`src/sasq_consts.vh`:
```
// constants and register map of the converter sequencer
`ifndef SASQ_CONSTS_VH
`define SASQ_CONSTS_VH
`define SASQ_A_MODE 3'h0
`define SASQ_A_CHAN 3'h1
`define SASQ_A_PFMODE 3'h2
`define SASQ_A_THRESH 3'h3
`define SASQ_A_RES_LO 3'h4
`define SASQ_A_RES_HI 3'h5
`define SASQ_A_STATUS 3'h6
`define SASQ_MODE_START 7
`define SASQ_MODE_REFEN 0
`define SASQ_MODE_FR_HI 5
`define SASQ_MODE_FR_LO 3
`define SASQ_PF_EN 7
`define SASQ_PF_SENSE 6
`define SASQ_RST8 8'h00
`define SASQ_MSB 4'h9
`define SASQ_LJ_SHIFT 6
`define SASQ_FIRST_EXTRA 16'h0020
`define SASQ_SETTLE_NS 14000
`define SASQ_CLK_NS 40
`endif

```
`src/sasq_timer.v`:
```
// conversion time divider: one trial tick per bit period
`timescale 1ns/1ps
module sasq_timer #(
    parameter W = 16
) (
    input wire i_mclk,
    input wire i_arst_n,
    input wire i_clear,
    input wire [W-1:0] i_period,
    output reg o_tick
);
    reg [W-1:0] cnt_ff;
    always @(posedge i_mclk or negedge i_arst_n) begin
        if (!i_arst_n) begin
            cnt_ff <= {W{1'b0}};
            o_tick <= 1'b0;
        end else if (i_clear) begin
            cnt_ff <= {W{1'b0}};
            o_tick <= 1'b0;
        end else if (cnt_ff >= i_period) begin
            cnt_ff <= {W{1'b0}};
            o_tick <= 1'b1;
        end else begin
            cnt_ff <= cnt_ff + {{(W-1){1'b0}}, 1'b1};
            o_tick <= 1'b0;
        end
    end
endmodule // sasq_timer

```
`src/sasq_sync.v`:
```
// two-flop synchroniser for the comparator level
`timescale 1ns/1ps
module sasq_sync (
    input wire i_mclk,
    input wire i_arst_n,
    input wire i_d,
    output reg o_q
);
    reg meta_ff;
    always @(posedge i_mclk or negedge i_arst_n) begin
        if (!i_arst_n) begin
            meta_ff <= 1'b0;
            o_q <= 1'b0;
        end else begin
            meta_ff <= i_d;
            o_q <= meta_ff;
        end
    end
endmodule // sasq_sync

```
`src/sasq_top.v`:
```
// successive-approximation sequencer with power-fail compare
//
// Chosen here: the address-and-strobe port and the address map.
`timescale 1ns/1ps
`include "sasq_consts.vh"
module sasq_top #(
    parameter SAMPLE_TICKS = 4,
    parameter TW = 16
) (
    input wire i_mclk,
    input wire i_arst_n,
    input wire [2:0] i_addr,
    input wire [7:0] i_wdata,
    input wire i_wr,
    input wire i_rd,
    input wire i_cmp_ge,
    output reg [7:0] o_rdata,
    output reg o_sample,
    output reg o_hold,
    output reg [9:0] o_tap,
    output reg [1:0] o_chan,
    output reg o_ref_en,
    output reg o_conversion_end_irq
);
    // ------------------------------------------------------------
    // state codes
    // ------------------------------------------------------------
    localparam ST_IDLE = 2'b00;
    localparam ST_SAMP = 2'b01;
    localparam ST_TRIAL = 2'b10;

    reg [7:0] converter_mode_reg_ff;
    reg [1:0] input_select_reg_ff;
    reg [7:0] powerfail_mode_reg_ff;
    reg [7:0] threshold_reg_ff;
    reg [15:0] result_reg_ff;
    reg [9:0] approximation_reg_ff;
    reg [3:0] bit_ff;
    reg [1:0] st_ff;
    reg [3:0] samp_ff;
    reg first_ff;
    reg pend_ff;
    reg [9:0] pend_val_ff;
    reg pend_irq_ff;
    reg [TW-1:0] period;
    wire tick;
    wire cmp_s;
    wire wr_cfg;
    wire start;
    wire conv_done;
    wire irq_cond;
    wire rd_res;

    // ------------------------------------------------------------
    // helpers
    // ------------------------------------------------------------
    // bit period in clocks, less one, per code of the time field
    function [TW-1:0] fr_period;
        input [2:0] fr;
        begin
            case (fr)
                3'h0: fr_period = 16'h0018;
                3'h1: fr_period = 16'h0014;
                3'h2: fr_period = 16'h0010;
                3'h4: fr_period = 16'h000C;
                3'h5: fr_period = 16'h000A;
                3'h6: fr_period = 16'h0008;
                default: fr_period = 16'h0018;
            endcase
        end
    endfunction

    // one-hot mask for a bit index
    function [9:0] bit_mask;
        input [3:0] idx;
        begin
            bit_mask = 10'h001 << idx;
        end
    endfunction

    function pf_pass;
        input [7:0] powerfail_mode_reg;
        input [7:0] hi;
        input [7:0] thr;
        begin
            if (!powerfail_mode_reg[`SASQ_PF_EN])
                pf_pass = 1'b1;
            else if (powerfail_mode_reg[`SASQ_PF_SENSE])
                pf_pass = (hi < thr);
            else
                pf_pass = (hi >= thr);
        end
    endfunction

    sasq_sync u_sync (
        .i_mclk(i_mclk),
        .i_arst_n(i_arst_n),
        .i_d(i_cmp_ge),
        .o_q(cmp_s)
    );

    // first conversion runs a longer bit period
    always @* begin
        period = fr_period(converter_mode_reg_ff[`SASQ_MODE_FR_HI:`SASQ_MODE_FR_LO]);
        if (first_ff)
            period = period + `SASQ_FIRST_EXTRA;
    end

    sasq_timer #(.W(TW)) u_timer (
        .i_mclk(i_mclk),
        .i_arst_n(i_arst_n),
        .i_clear(wr_cfg || st_ff == ST_IDLE),
        .i_period(period),
        .o_tick(tick)
    );

    // ------------------------------------------------------------
    // register writes
    // ------------------------------------------------------------
    // any configuration write aborts
    assign wr_cfg = i_wr && (i_addr == `SASQ_A_MODE || i_addr == `SASQ_A_CHAN ||
        i_addr == `SASQ_A_PFMODE || i_addr == `SASQ_A_THRESH);
    assign start = converter_mode_reg_ff[`SASQ_MODE_START];
    // config write at the final tick suppresses the result
    assign conv_done = (st_ff == ST_TRIAL) && tick && (bit_ff == 4'h0) && !wr_cfg;
    assign rd_res = i_rd && (i_addr == `SASQ_A_RES_LO || i_addr == `SASQ_A_RES_HI);

    always @(posedge i_mclk or negedge i_arst_n) begin
        if (!i_arst_n) begin
            converter_mode_reg_ff <= `SASQ_RST8;
            input_select_reg_ff <= 2'h0;
            powerfail_mode_reg_ff <= `SASQ_RST8;
            threshold_reg_ff <= `SASQ_RST8;
        end else if (i_wr) begin
            if (i_addr == `SASQ_A_MODE)
                converter_mode_reg_ff <= i_wdata;
            else if (i_addr == `SASQ_A_CHAN)
                // channel write is a config write: it aborts and can suppress the irq
                input_select_reg_ff <= i_wdata[1:0];
            else if (i_addr == `SASQ_A_PFMODE)
                powerfail_mode_reg_ff <= {i_wdata[7:6], 6'h00};
            else if (i_addr == `SASQ_A_THRESH)
                threshold_reg_ff <= i_wdata;
        end
    end

    // ------------------------------------------------------------
    // conversion sequence
    // ------------------------------------------------------------
    always @(posedge i_mclk or negedge i_arst_n) begin
        if (!i_arst_n) begin
            st_ff <= ST_IDLE;
            approximation_reg_ff <= 10'h000;
            bit_ff <= `SASQ_MSB;
            samp_ff <= 4'h0;
            first_ff <= 1'b1;
        end else if (!start || (wr_cfg && i_addr == `SASQ_A_MODE &&
                     !i_wdata[`SASQ_MODE_START])) begin
            st_ff <= ST_IDLE;
            first_ff <= 1'b1;
        end else if (wr_cfg) begin
            st_ff <= ST_SAMP;
            samp_ff <= 4'h0;
        end else begin
            case (st_ff)
                ST_IDLE: begin
                    st_ff <= ST_SAMP;
                    samp_ff <= 4'h0;
                end
                ST_SAMP: begin
                    if (tick) begin
                        if (samp_ff == SAMPLE_TICKS - 1) begin
                            st_ff <= ST_TRIAL;
                            bit_ff <= `SASQ_MSB;
                            approximation_reg_ff <= bit_mask(`SASQ_MSB);
                        end else begin
                            samp_ff <= samp_ff + 4'h1;
                        end
                    end
                end
                ST_TRIAL: begin
                    if (tick) begin
                        // keep bit when input at or above tap
                        if (bit_ff == 4'h0) begin
                            approximation_reg_ff <= cmp_s ? approximation_reg_ff :
                                (approximation_reg_ff & ~bit_mask(bit_ff));
                            st_ff <= ST_SAMP;
                            samp_ff <= 4'h0;
                            first_ff <= 1'b0;
                        end else begin
                            approximation_reg_ff <= (cmp_s ? approximation_reg_ff :
                                (approximation_reg_ff & ~bit_mask(bit_ff))) |
                                bit_mask(bit_ff - 4'h1);
                            bit_ff <= bit_ff - 4'h1;
                        end
                    end
                end
                default: st_ff <= ST_IDLE;
            endcase
        end
    end

    // ------------------------------------------------------------
    // result latch and interrupt
    // ------------------------------------------------------------
    wire [9:0] final_code = cmp_s ? approximation_reg_ff :
        (approximation_reg_ff & ~bit_mask(4'h0));
    assign irq_cond = pf_pass(powerfail_mode_reg_ff, final_code[9:2], threshold_reg_ff);

    always @(posedge i_mclk or negedge i_arst_n) begin
        if (!i_arst_n) begin
            result_reg_ff <= 16'h0000;
            pend_ff <= 1'b0;
            pend_val_ff <= 10'h000;
            pend_irq_ff <= 1'b0;
            o_conversion_end_irq <= 1'b0;
        end else begin
            o_conversion_end_irq <= 1'b0;
            if (conv_done && rd_res) begin
                pend_ff <= 1'b1;
                pend_val_ff <= final_code;
                pend_irq_ff <= irq_cond;
            end else if (conv_done) begin
                result_reg_ff <= {final_code, 6'h00};
                pend_ff <= 1'b0;
                o_conversion_end_irq <= irq_cond;
            end else if (pend_ff) begin
                result_reg_ff <= {pend_val_ff, 6'h00};
                pend_ff <= 1'b0;
                o_conversion_end_irq <= pend_irq_ff;
            end
        end
    end

    // ------------------------------------------------------------
    // analog side outputs and read port
    // ------------------------------------------------------------
    always @(posedge i_mclk or negedge i_arst_n) begin
        if (!i_arst_n) begin
            o_sample <= 1'b0;
            o_hold <= 1'b0;
            o_tap <= 10'h000;
            o_chan <= 2'h0;
            o_ref_en <= 1'b0;
            o_rdata <= 8'h00;
        end else begin
            o_sample <= (st_ff == ST_SAMP);
            o_hold <= (st_ff == ST_TRIAL);
            o_tap <= approximation_reg_ff;
            o_chan <= input_select_reg_ff;
            o_ref_en <= converter_mode_reg_ff[`SASQ_MODE_REFEN];
            o_rdata <= 8'h00;
            if (i_rd) begin
                if (i_addr == `SASQ_A_MODE)
                    o_rdata <= converter_mode_reg_ff;
                else if (i_addr == `SASQ_A_CHAN)
                    o_rdata <= {6'h00, input_select_reg_ff};
                else if (i_addr == `SASQ_A_PFMODE)
                    o_rdata <= powerfail_mode_reg_ff;
                else if (i_addr == `SASQ_A_THRESH)
                    o_rdata <= threshold_reg_ff;
                else if (i_addr == `SASQ_A_RES_LO)
                    o_rdata <= result_reg_ff[7:0];
                else if (i_addr == `SASQ_A_RES_HI)
                    o_rdata <= result_reg_ff[15:8];
                else if (i_addr == `SASQ_A_STATUS)
                    o_rdata <= {5'h00, first_ff, st_ff};
            end
        end
    end
endmodule // sasq_top

```
`config.mk`:
```
export PLATFORM = sky130hd
export DESIGN_NAME = sasq_top
export DESIGN_NICKNAME = d
export VERILOG_FILES = /design/src/sasq_timer.v /design/src/sasq_sync.v /design/src/sasq_top.v
export VERILOG_INCLUDE_DIRS = /design/src /design/src/src
export SDC_FILE = /design/constraint.sdc
export NUM_CORES = 1
export LEC_CHECK = 0
export BUFFER_PORTS_ARGS = -buffer_cell sky130_fd_sc_hd__clkbuf_2
export CAP_MARGIN = 15
export CORE_ASPECT_RATIO = 1.5
export CORE_MARGIN = 2
export CORE_UTILIZATION = 35
export CTS_CLUSTER_DIAMETER = 60
export DETAILED_ROUTE_END_ITERATION = 8
export GPL_TIMING_DRIVEN = 1
export HOLD_SLACK_MARGIN = 0.12
export PLACE_DENSITY_LB_ADDON = 0.05
export SYNTH_ARGS = -nofsm -noshare
export SYNTH_HDL_FRONTEND = slang
export SYNTH_SLANG_ARGS = --single-unit
```
`constraint.sdc`:
```
create_clock -name i_mclk -period 2.5 [get_ports i_mclk]
set_input_delay 0.25 -clock i_mclk [delete_from_list [all_inputs] [get_ports i_mclk]]
set_output_delay 0.25 -clock i_mclk [all_outputs]
set_load 0.02 [all_outputs]
```
==> results.txt, run 1 <==
----------------------------------------------------
[STA]
  Worst slew margin relative to its limit ... 0.577
  Aggregate negative setup slack ... 0 ns
  Final-report max-slew violation count ... 0
  Shortest period the worst path allows ... 2.28 ns
  Setup violation total in the final timing report ... 0
  Final cycle utilization of the critical path ... 0.914
  Worst Tran Pin Value ... 0.635 ns
  Setup repair after global routing missed its margin ... false
  Hold WS ... 0.144 ns
  Final Hold Fails ... 0
  Clock tree skew after final layout ... 0.00962 ns
  Upper clock frequency limit ... 438 MHz

[Critical path]
  Required time of the critical path ... 2.73 ns
  Crit Reg-Reg Endpoint ... samp_ff[1]$_DFFE_PN0P_
  Crit path arrival time ... 2.52 ns
  Max FO, Critical Path ... 5
  Reg-to-reg slack, setup ... 0.22 ns
  Startpoint of the most critical register-to-register path ... bit_ff[1]$_DFFE_PN0P_
  Register-to-Register Path Depth ... 6
  CP endpoint ... samp_ff[1]$_DFFE_PN0P_
  Setup crit start kind ... register
  Critical path class ... register to register
  CP Launch Point ... bit_ff[1]$_DFFE_PN0P_
  Kind of capture point of the worst setup path ... register

[Drt]
  Average via count per standard cell ... 5.15
  Via count of the routed design ... 3566
  Post-detailed-routing wire length ... 12100 um
  Remaining routing DRC violations ... 0
  Number of DRC markers in iteration 0 ... 106
  Count of antenna-violating nets left after detailed routing ... 0
  Number of search-and-repair iterations in the first detailed-routing pass ... 4
  Final routed wire length divided by cell count ... 17.5 um

[Finish]
  Most common library cell in the layout ignoring fill and taps ... dfrtp_1
  Area occupied by multi-input gates ... 2270 um^2
  Area growth from synthesis to final layout ... 17.1%
  Proportion of layout cells with a drive suffix above 1 ... 0.268
  Highest-count cells in the layout ignoring fill and taps ... 103 x dfrtp_1, 45 x mux2_2, 38 x clkbuf_2
  # nets final ... 536
  Final cell area excluding filler cells ... 5900 um^2
  Filler Cells Inserted ... 1399
  Combined flip-flop and latch cell area ... 2660 um^2
  Diodes inserted ... 0

[CTS]
  Number of CTS-inserted buffers ... 9
  Sinks on the clock net ... 106
  Root cell of the clock tree ... clkbuf_16
  Maximum root-to-sink buffer count ... 2
  Later-pin clock latency in the skew report ... 0.35 ns
  Reg clk slew, reported paths ... 0.08 ns
  Clock tree from TritonCTS ... done
  # H-tree levels ... 3

[Logic synthesis]
  Synth Area per Inst ... 11.6 um^2
  Share of the synthesized area in the top cell type ... 0.511
  Fraction of the yosys area taken by sequential cells ... 0.527
  Main area contributors after synthesis ... dfrtp_1 51%, mux2_2 10%, ha_1 6.2%
  Share of flip-flops with an asynchronous set or reset ... 1.00
  Dominant register cell in the synthesized netlist ... dfrtp_1
  Total standard cell area after synthesis ... 5040 um^2
  Most area-hungry cell type in the Yosys netlist ... dfrtp_1
  Synthesized netlist cell count ... 433
  Number of synthesized flops with an enable pin ... 0
  Unique masters post-synth ... 60
  Yosys warnings ... 0
  Number of synthesized register bits ... 106

[Power]
  Leakage power ... 2.78 nW
  Max VDD drop ... 0.000364 V
  Power density over cell area ... 808 nW/um^2

[GRT]
  First-pass GRT wire length ... 19700 um
  Final global-route overflow total ... 0
  Global routing usage summed across all routing layers ... 0.169
  Via count of the first global-routing pass ... 3614
  Initial antenna violation count ... 0
  Largest net degree at the start of global routing ... 65

[Floorplan]
  Horiz. Die Dim ... 102 um
  FP Rows ... 53
  Number of placed I/O pins ... 40
  Area of the die ... 15400 um^2
  Vertical die dimension ... 151 um
  Area of the core ... 14100 um^2
  Starting Density ... 0.358

[Place]
  Instance area after placement ... 5590 um^2
  Half-perimeter wire length after placement ... 8890 um
  RePlAce Congestion ... 0.832
  Buffers added on ports ... 39

[Status]
  Run status ... completed

[Hold path]
  Critical hold path startpoint ... i_wdata[5]
  Worst hold path class ... primary input to register

[Run]
  Max Cap Violations ... 0

----------------------------------------------------
[worst max-delay path: stages, from the launching register on]
cell and delay, ns:
dfrtp_1 0.43, inv_1 0.16, ha_1 0.20, or3b_1 0.41, a211o_1 0.35, a211oi_2 0.28, mux2_1 0.34
[registers in the layout (all words and copies together) (netlist names), 2 cells and up]
name                   flops
approximation_reg_ff      10
bit_ff                     4
converter_mode_reg_ff      8
input_select_reg_ff        2
o_chan                     2
o_rdata                    8
o_tap                     10
pend_val_ff               10
powerfail_mode_reg_ff      2
result_reg_ff             10
samp_ff                    4
st_ff                      2
threshold_reg_ff           8
u_timer.cnt_ff            16
[worst min path at each step]
| stage | end | slack (ns) | cells past startpoint |
|---|---|---|---|
| 3_3_place_gp | o_tap[3]$_DFF_PN0_ | 0.06 | 1 |
| 2_1_floorplan | approximation_reg_ff[0]$_DFFE_PN0P_ | -0.05 | 0 |
| 6_report | threshold_reg_ff[5]$_DFFE_PN0P_ | 0.14 | 2 |
| 5_1_grt | threshold_reg_ff[5]$_DFFE_PN0P_ | 0.13 | 2 |
| 4_1_cts | threshold_reg_ff[5]$_DFFE_PN0P_ | 0.13 | 2 |
| 3_5_place_dp | o_tap[3]$_DFF_PN0_ | 0.06 | 1 |
[routing by layer]
layer | GRT usage | wire (um)
met5 | 0 | 0
met1 | 0.212 | 5280
met4 | 0.0760 | 425
met3 | 0.0305 | 384
met2 | 0.282 | 6030
[synthesized netlist by cell type, types with 4 or more instances]
library cell / instances
clkbuf_1: 11
inv_1: 22
nor4_1: 4
ha_1: 25
mux2_2: 45
nand3_1: 12
a221oi_1: 4
a211oi_1: 5
nor2_1: 10
o21ai_0: 18
a21oi_1: 15
nand2_1: 23
a22oi_1: 7
mux2_1: 8
nand2b_1: 7
or2_2: 7
mux2i_1: 6
nor2b_1: 5
o31ai_1: 12
dfrtp_1: 103
buf_2: 4
nor3b_1: 4
nor3_1: 16
xor2_1: 5
[cell type report]
| type | instances | area share |
|---|---|---|
| clock inverters | 5 | 0.00657 |
| flip-flops and latches | 106 | 0.450 |
| clock buffers | 11 | 0.0411 |
| repair buffers | 60 | 0.0632 |
| multi-input cells | 296 | 0.384 |
| inverters | 22 | 0.0140 |
| well taps | 192 | 0.0407 |
[where the power goes]
group | switching (W) | internal (W)
clock network | 0.000656 | 0.000710
logic | 0.000737 | 0.000536
registers | 0.000206 | 0.00193
[metrics by stage]
step | std cells | power (W) | worst slack (ns) | util
finish | 692 | 0.00477 | 0.216 | 0.420
global route | 692 | 0.00507 | 0.0755 | 0.420
global placement | 674 | 0.00343 | 0.197 | 0.398
detailed placement | 674 | 0.00344 | 0.122 | 0.398
floorplan | 441 | 0.00295 | 0.232 | -
CTS | 692 | 0.00482 | 0.115 | 0.419
[repair_timing]
| item | CTS | global route |
|---|---|---|
| hold buffers | 2 | 0 |
| setup buffers | 0 | 0 |
| gates resized for setup | 0 | 1 |
| endpoints found under the setup margin | 0 | 10 |
| hold endpoints to repair | 104 | 0 |
[cell families (layout without fill, tap and decap cells)]
group	Yosys count	after routing	synth area share
AO/OA/AOI/OAI	86	86	0.116
XOR/XNOR	7	7	0.0122
adder cells (fa/ha/maj)	25	25	0.0621
buffers and inverters	39	98	0.0300
flip-flops	106	106	0.527
multiplexers	59	59	0.130
other	1	9	0.000744
AND/OR/NAND/NOR	110	110	0.121
Power figures use the tool's default switching activity.
==> inputs of run 2 (changes only) <==
--- a/config.mk
+++ b/config.mk
@@ -6,6 +6,7 @@
 export SDC_FILE = /design/constraint.sdc
 export NUM_CORES = 1
 export LEC_CHECK = 0
+export ABC_AREA = 1
 export BUFFER_PORTS_ARGS = -buffer_cell sky130_fd_sc_hd__clkbuf_2
 export CAP_MARGIN = 15
 export CORE_ASPECT_RATIO = 1.5
==> run 2 against run 1 <==
Effect of this change:
- non-clock buffer count fell by 15
- critical path type unchanged
- synthesized area fell by 0.42%
- core utilization down 0.88 points
==> results.txt, run 2 <==
----------------------------------------------------
[Status]
  Run status ... completed

[Place]
  RePlAce Congestion ... 0.888 (+6.8%)
  DP Cell Count ... 796 (+18%)
  Instance area after placement ... 5440 um^2 (-2.7%)
  Half-perimeter wire length after placement ... 8960 um (+0.84%)
  Pre-CTS setup slack ... 0.384 ns (+0.263 ns)
  Buffers added on ports ... 39 (unchanged)

[Drt]
  Number of search-and-repair iterations in the first detailed-routing pass ... 4 (unchanged)
  Post-detailed-routing wire length ... 11700 um (-3.7%)
  Average via count per standard cell ... 4.62 (-10%)
  Remaining routing DRC violations ... 0 (unchanged)
  Final routed wire length divided by cell count ... 14.3 um (-18%)
  Count of antenna-violating nets left after detailed routing ... 0 (unchanged)
  Via count of the routed design ... 3764 (+5.6%)
  Number of DRC markers in iteration 0 ... 124 (+17%)

[Power]
  Leakage power ... 2.86 nW (+3.0%)
  Power density over cell area ... 816 nW/um^2 (+0.95%)
  Max VDD drop ... 0.000371 V (+2.0%)

[Finish]
  Filler Cells Inserted ... 1412 (+0.93%)
  Highest-count cells in the layout ignoring fill and taps ... 127 x nand2_1, 103 x dfrtp_1, 80 x inv_1
  # nets final ... 658 (+23%)
  Diodes inserted ... 0 (unchanged)
  Proportion of layout cells with a drive suffix above 1 ... 0.145 (-0.123)
  Area growth from synthesis to final layout ... 14.6%
  Register with the highest flop count ... u_timer.cnt_ff
  Non-Filler Instances ... 814 (+18%)
  Most common library cell in the layout ignoring fill and taps ... nand2_1
  Final cell area excluding filler cells ... 5750 um^2 (-2.6%)
  Number of flip-flops in the largest register ... 16 (unchanged)

[Floorplan]
  Area of the core ... 14000 um^2 (-0.47%)
  Number of placed I/O pins ... 40 (unchanged)
  Area of the die ... 15300 um^2 (-0.41%)
  FP Rows ... 53 (unchanged)
  Vertical die dimension ... 151 um (-0.21%)
  Horiz. Die Dim ... 102 um (-0.20%)
  Starting Density ... 0.359 (about the same)

[Logic synthesis]
  Number of synthesized flops with an enable pin ... 0 (unchanged)
  Fraction of the yosys area taken by sequential cells ... 0.529 (+0.00223)
  Synthesized netlist cell count ... 564 (+30%)
  Share of flip-flops with an asynchronous set or reset ... 1.00 (unchanged)
  Total standard cell area after synthesis ... 5020 um^2 (-0.42%)
  Most frequent cells after synthesis ... 127 x nand2_1, 103 x dfrtp_1, 80 x inv_1, 62 x o21ai_0, 34 x nor2_1
  Unique masters post-synth ... 38 (-37%)
  Yosys warnings ... 0 (unchanged)
  Cell with the most instances after synthesis ... nand2_1
  Synth Area per Inst ... 8.90 um^2 (-24%)
  Number of synthesized register bits ... 106 (unchanged)
  Dominant register cell in the synthesized netlist ... dfrtp_1
  Share of the synthesized area in the top cell type ... 0.514 (+0.00217)
  Most area-hungry cell type in the Yosys netlist ... dfrtp_1
  Main area contributors after synthesis ... dfrtp_1 51%, nand2_1 9.5%, ha_1 6.2%

[STA]
  Shortest period the worst path allows ... 2.10 ns (-0.180 ns)
  Final Hold Fails ... 0 (unchanged)
  Setup violation total in the final timing report ... 0 (unchanged)
  Final cycle utilization of the critical path ... 0.842 (-0.0720)
  Upper clock frequency limit ... 475 MHz (+8.5%)
  Aggregate negative setup slack ... 0 ns (unchanged)
  Least setup slack across all paths after layout ... 0.396 ns (+0.180 ns)
  Clock tree skew after final layout ... 0.00633 ns (-0.00329 ns)
  Setup repair after global routing missed its margin ... false
  Hold WS ... 0.149 ns (+0.00564 ns)
  Final-report max-slew violation count ... 0 (unchanged)

[Critical path]
  Max FO, Critical Path ... 23 (+18)
  Setup crit start kind ... register
  Worst path max stage delay ... 0.41 ns (-0.02 ns)
  Required time of the critical path ... 2.72 ns (about the same)
  Reg-to-reg slack, setup ... 0.40 ns (+0.18 ns)
  Worst path slowest cell ... dfrtp_1
  Crit path arrival time ... 2.33 ns (-0.19 ns)
  Cell seen most often among critical-path stages ... nand2_2
  Critical path class ... register to register
  Crit-path cells ... inv_1, ha_1, nand2_2, nor2_2, nand2_2, nor2_4, inv_4, nor2_8, inv_2, nand2_1, o21ai_2
  Kind of capture point of the worst setup path ... register

[Hold path]
  Worst hold path class ... primary input to register

[CTS]
  Reg clk slew, reported paths ... 0.07 ns (about the same)
  Root cell of the clock tree ... clkbuf_16
  Later-pin clock latency in the skew report ... 0.35 ns (about the same)
  Clock tree from TritonCTS ... done
  Maximum root-to-sink buffer count ... 2 (unchanged)
  # H-tree levels ... 3 (unchanged)
  Number of CTS-inserted buffers ... 9 (unchanged)
  Sinks on the clock net ... 106 (unchanged)

[GRT]
  Largest net degree at the start of global routing ... 47 (-28%)
  Most utilized layer in the global route result ... met2
  Global routing usage summed across all routing layers ... 0.166 (-0.00307)
  First-pass GRT wire length ... 19400 um (-1.6%)
  Via count of the first global-routing pass ... 3838 (+6.2%)
  Final global-route overflow total ... 0 (unchanged)
  Met2 Usage GRT ... 0.287 (+0.00461)
  Met3 Usage GRT ... 0.0237 (-0.00678)
  Met1 layer usage reported by global route ... 0.207 (-0.00509)
  Initial antenna violation count ... 0 (unchanged)

[Run]
  Max Cap Violations ... 0 (unchanged)

----------------------------------------------------
==> run 2: cell types whose count changed after synthesis, sizes merged, moves of 12 or more <==
cell,previous run,this run
nand3,13,27
inv,22,86
o21ai,18,83
o31ai,12,0
nor3,17,2
nand2,23,132
mux2,53,0
nor2,10,41
==> run 2: path summary, 6_finish.rpt <==
path,depth (start not counted),end,startpoint
hold / removal,3,converter_mode_reg_ff[5]$_DFFE_PN0P_,i_wdata[5]
max in group asynchronous,3,bit_ff[3]$_DFFE_PN1P_,i_arst_n
hold reg to reg,0,u_sync.o_q$_DFF_PN0_,u_sync.meta_ff$_DFF_PN0_
setup reg to reg,11,pend_val_ff[0]$_DFFE_PN0P_,bit_ff[1]$_DFFE_PN0P_
setup / recovery,11,pend_val_ff[0]$_DFFE_PN0P_,bit_ff[1]$_DFFE_PN0P_
min in group asynchronous,2,pend_val_ff[7]$_DFFE_PN0P_,i_arst_n
==> run 2: worst max-delay path, delay by kind of cell (launching register included) <==
family | cells | cell delay [ns]
buf+inv | 3 | 0.51
simple gates | 6 | 0.74
fa+ha+maj | 1 | 0.25
compound gates | 1 | 0.06
flops | 1 | 0.41
==> run 2: cell families after synthesis <==
logic type / after synthesis / share of synthesized area
adder cells (fa/ha/maj): 25 / 0.0623
flip-flops: 106 / 0.529
XOR/XNOR: 9 / 0.0157
AND/OR/NAND/NOR: 209 / 0.180
buffers and inverters: 97 / 0.0818
other: 1 / 0.000747
AO/OA/AOI/OAI: 117 / 0.131
==> run 2: final cells by class <==
class / count / area, um^2 / area share
timing repair buffer: 45 / 260 / 0.0452
clock inverter: 5 / 55.1 / 0.00957
inverter: 86 / 325 / 0.0566
sequential: 106 / 2660 / 0.462
multi-input combinational: 369 / 1980 / 0.345
tap: 192 / 240 / 0.0418
clock buffer: 11 / 233 / 0.0405
==> run 2: metal layers <==
layer	up-vias	wire (um)
met5	-	0
met4	0	270
met3	20	204
met2	44	6120
met1	1799	5080
li1	1901	-
==> run 2: repair_timing <==
item	in CTS	in global routing
gates resized for setup	0	0
hold buffers	2	0
setup buffers	0	0
hold endpoints to repair	31	0
==> run 2: power breakdown <==
part / total [W] / leakage (nW) / internal [W] / switching, W
registers: 0.00213 / 1.35 / 0.00195 / 0.000172
clock network: 0.00140 / 0.136 / 0.000775 / 0.000627
logic: 0.00117 / 1.38 / 0.000386 / 0.000780
total: 0.00469 / 2.86 / 0.00311 / 0.00158
==> run 2: stage by stage <==
stage / utilization / total power [W]
final: 0.411 / 0.00469
after global routing: 0.411 / 0.00501
after CTS: 0.411 / 0.00476
after detailed placement: 0.389 / 0.00333
after global placement: 0.389 / 0.00333
after floorplan: - / 0.00294
==> inputs of run 3 (changes only) <==
--- a/config.mk
+++ b/config.mk
@@ -6,7 +6,7 @@
 export SDC_FILE = /design/constraint.sdc
 export NUM_CORES = 1
 export LEC_CHECK = 0
-export ABC_AREA = 1
+export ABC_AREA = 0
 export BUFFER_PORTS_ARGS = -buffer_cell sky130_fd_sc_hd__clkbuf_2
 export CAP_MARGIN = 15
 export CORE_ASPECT_RATIO = 1.5
==> constraint.sdc (replaced) <==
create_clock -name i_mclk -period 2.07 [get_ports i_mclk]
set_input_delay 0.207 -clock i_mclk [delete_from_list [all_inputs] [get_ports i_mclk]]
set_output_delay 0.207 -clock i_mclk [all_outputs]
set_load 0.02 [all_outputs]
==> run 3 against run 2 <==
Effect of this change:
- register-to-register slack worse by 0.32 ns
- clock power is 26% higher
- cell area is 7.5% higher
- maximum frequency is 5.5% higher
- non-clock buffer count is 39 higher
- setup slack worse by 0.32 ns
- critical path depth is 5 lower
==> results.txt, run 3 (synthesized netlist as in run 1, its figures left out) <==
----------------------------------------------------
[Critical path]
  Register-to-Register Path Depth ... 6 (-5)
  CP Launch Point ... bit_ff[0]$_DFFE_PN1P_
  Max FO, Critical Path ... 3 (-87%)
  Critical path class ... register to register
  Setup crit start kind ... register
  Startpoint of the most critical register-to-register path ... bit_ff[0]$_DFFE_PN1P_
  Crit path arrival time ... 2.23 ns (-0.10 ns)
  Reg-to-reg slack, setup ... 0.07 ns (-0.32 ns)
  Required time of the critical path ... 2.30 ns (-0.42 ns)
  Crit Reg-Reg Endpoint ... samp_ff[1]$_DFFE_PN0P_
  Kind of capture point of the worst setup path ... register

[Place]
  RePlAce Congestion ... 0.832 (-6.4%)
  Half-perimeter wire length after placement ... 8890 um (-0.74%)
  Buffers added on ports ... 39 (unchanged)
  DP Cell Count ... 693 (-13%)
  Instance area after placement ... 5780 um^2 (+6.1%)

[STA]
  Worst Tran Pin Value ... 0.614 ns
  Setup violation total in the final timing report ... 0 (unchanged)
  Setup repair after global routing missed its margin ... false
  Clock tree skew after final layout ... 0.00426 ns (-0.00207 ns)
  Final-report max-slew violation count ... 0 (unchanged)
  Upper clock frequency limit ... 501 MHz (+5.5%)
  Final cycle utilization of the critical path ... 0.964 (+0.122)
  Aggregate negative setup slack ... 0 ns (unchanged)
  Shortest period the worst path allows ... 2.00 ns (-0.109 ns)
  Final Hold Fails ... 0 (unchanged)
  Worst slew margin relative to its limit ... 0.591

[Finish]
  # nets final ... 560 (-15%)
  Number of flip-flops in the largest register ... 16 (unchanged)
  Register with the highest flop count ... u_timer.cnt_ff
  Filler Cells Inserted ... 1364 (-3.4%)
  Highest-count cells in the layout ignoring fill and taps ... 103 x dfrtp_1, 45 x mux2_2, 38 x clkbuf_2
  Diodes inserted ... 0 (unchanged)
  Proportion of layout cells with a drive suffix above 1 ... 0.310 (+0.165)
  Final cell area excluding filler cells ... 6180 um^2 (+7.5%)
  Area growth from synthesis to final layout ... 22.7%
  Non-Filler Instances ... 715 (-12%)
  Most common library cell in the layout ignoring fill and taps ... dfrtp_1

[Run]
  Max Cap Violations ... 0 (unchanged)

[Drt]
  Remaining routing DRC violations ... 0 (unchanged)
  Number of search-and-repair iterations in the first detailed-routing pass ... 4 (unchanged)
  Post-detailed-routing wire length ... 12400 um (+5.8%)
  Via count of the routed design ... 3581 (-4.9%)
  Average via count per standard cell ... 5.01 (+8.3%)
  Final routed wire length divided by cell count ... 17.3 um (+20%)
  Count of antenna-violating nets left after detailed routing ... 0 (unchanged)
  Number of DRC markers in iteration 0 ... 121 (-2.4%)

[Floorplan]
  Area of the die ... 15400 um^2 (+0.41%)
  FP Rows ... 53 (unchanged)
  Horiz. Die Dim ... 102 um (+0.20%)
  Number of placed I/O pins ... 40 (unchanged)
  Area of the core ... 14100 um^2 (+0.47%)
  Starting Density ... 0.358 (about the same)
  Vertical die dimension ... 151 um (+0.21%)

[Power]
  Power density over cell area ... 983 nW/um^2 (+21%)
  Leakage power ... 2.92 nW (+2.2%)
  Post-route total power ... 0.00608 W (+30%)
  Max VDD drop ... 0.000429 V (+16%)

[CTS]
  Number of CTS-inserted buffers ... 9 (unchanged)
  Maximum root-to-sink buffer count ... 2 (unchanged)
  Sinks on the clock net ... 106 (unchanged)
  # H-tree levels ... 3 (unchanged)
  Clock tree from TritonCTS ... done
  Reg clk slew, reported paths ... 0.07 ns (about the same)
  Root cell of the clock tree ... clkbuf_16
  Later-pin clock latency in the skew report ... 0.35 ns (about the same)

[GRT]
  Met1 layer usage reported by global route ... 0.204 (-0.00286)
  Via count of the first global-routing pass ... 3666 (-4.5%)
  Met2 Usage GRT ... 0.292 (+0.00493)
  Final global-route overflow total ... 0 (unchanged)
  Global routing usage summed across all routing layers ... 0.169 (+0.00252)
  Most utilized layer in the global route result ... met2
  Initial antenna violation count ... 0 (unchanged)
  First-pass GRT wire length ... 19500 um (+0.64%)
  Largest net degree at the start of global routing ... 107 (+130%)
  Met3 Usage GRT ... 0.0309 (+0.00724)

[Hold path]
  Worst hold path class ... primary input to register
  Number of cells traversed by the worst hold path ... 2 (-1)
  Hold endpoint ... converter_mode_reg_ff[1]$_DFFE_PN0P_
  Critical hold path startpoint ... i_wdata[1]

[Status]
  Run status ... completed

----------------------------------------------------
-- run 3: cell count changes in the layout (fill, tap and decap cells not counted), sizes merged, moves of 14 or more --
cell   change
nand2    -109
nor3      +15
buf       +35
nor2      -31
nand3     -14
o21ai     -65
inv       -64
mux2      +53
-- run 3: worst max-delay path by stage --
stage | end | slack, ns
floorplan | samp_ff[1]$_DFFE_PN0P_ | -0.006
global placement | result_reg_ff[10]$_DFFE_PN0P_ | 0.08
detailed placement | result_reg_ff[9]$_DFFE_PN0P_ | 0.05
CTS | result_reg_ff[10]$_DFFE_PN0P_ | 0.03
global route | samp_ff[1]$_DFFE_PN0P_ | 0.008
finish | samp_ff[1]$_DFFE_PN0P_ | 0.07
-- run 3: layout make-up --
cell class	instances	area (um^2)	share of cell area
Clock inverter	2	35.0	0.00567
Multi-Input combinational cell	296	2310	0.374
Timing Repair Buffer	84	588	0.0951
Sequential cell	106	2660	0.430
Tap cell	192	240	0.0389
Inverter	22	82.6	0.0134
Clock buffer	13	270	0.0437
-- run 3: what timing repair did --
action | CTS | global route
buffers inserted | 0 | 0
gates resized for setup | 0 | 12
hold buffers | 6 | 0
hold endpoints to repair | 113 | 0
setup endpoints to repair | 0 | 20
-- run 3: routing by layer --
| layer | routed length [um] | share of wire |
|---|---|---|
| met4 | 280 | 0.023 |
| met2 | 6340 | 0.51 |
| met5 | 0 | 0 |
| met1 | 5460 | 0.44 |
| met3 | 273 | 0.022 |
-- run 3: stage by stage --
step	hold slack, ns	utilization	setup slack, ns
after floorplan	-0.0886	-	-0.00644
after global placement	0.317	0.411	0.0757
after detailed placement	0.318	0.411	0.0480
after CTS	0.126	0.437	0.0284
after global routing	0.125	0.440	0.00761
final	0.136	0.440	0.0744
-- run 3: critical path, stage by stage (launching register included) --
cell and delay (ns):
dfstp_2 0.37, inv_2 0.09, ha_4 0.14, or3b_4 0.39, a211o_1 0.31, a211oi_2 0.26, mux2_4 0.32
-- run 3: power breakdown --
| part | internal [W] | switching (W) | leakage, nW |
|---|---|---|---|
| logic | 0.000818 | 0.000972 | 1.39 |
| clock network | 0.00103 | 0.000727 | 0.152 |
| registers | 0.00233 | 0.000207 | 1.38 |
| total | 0.00417 | 0.00191 | 2.92 |
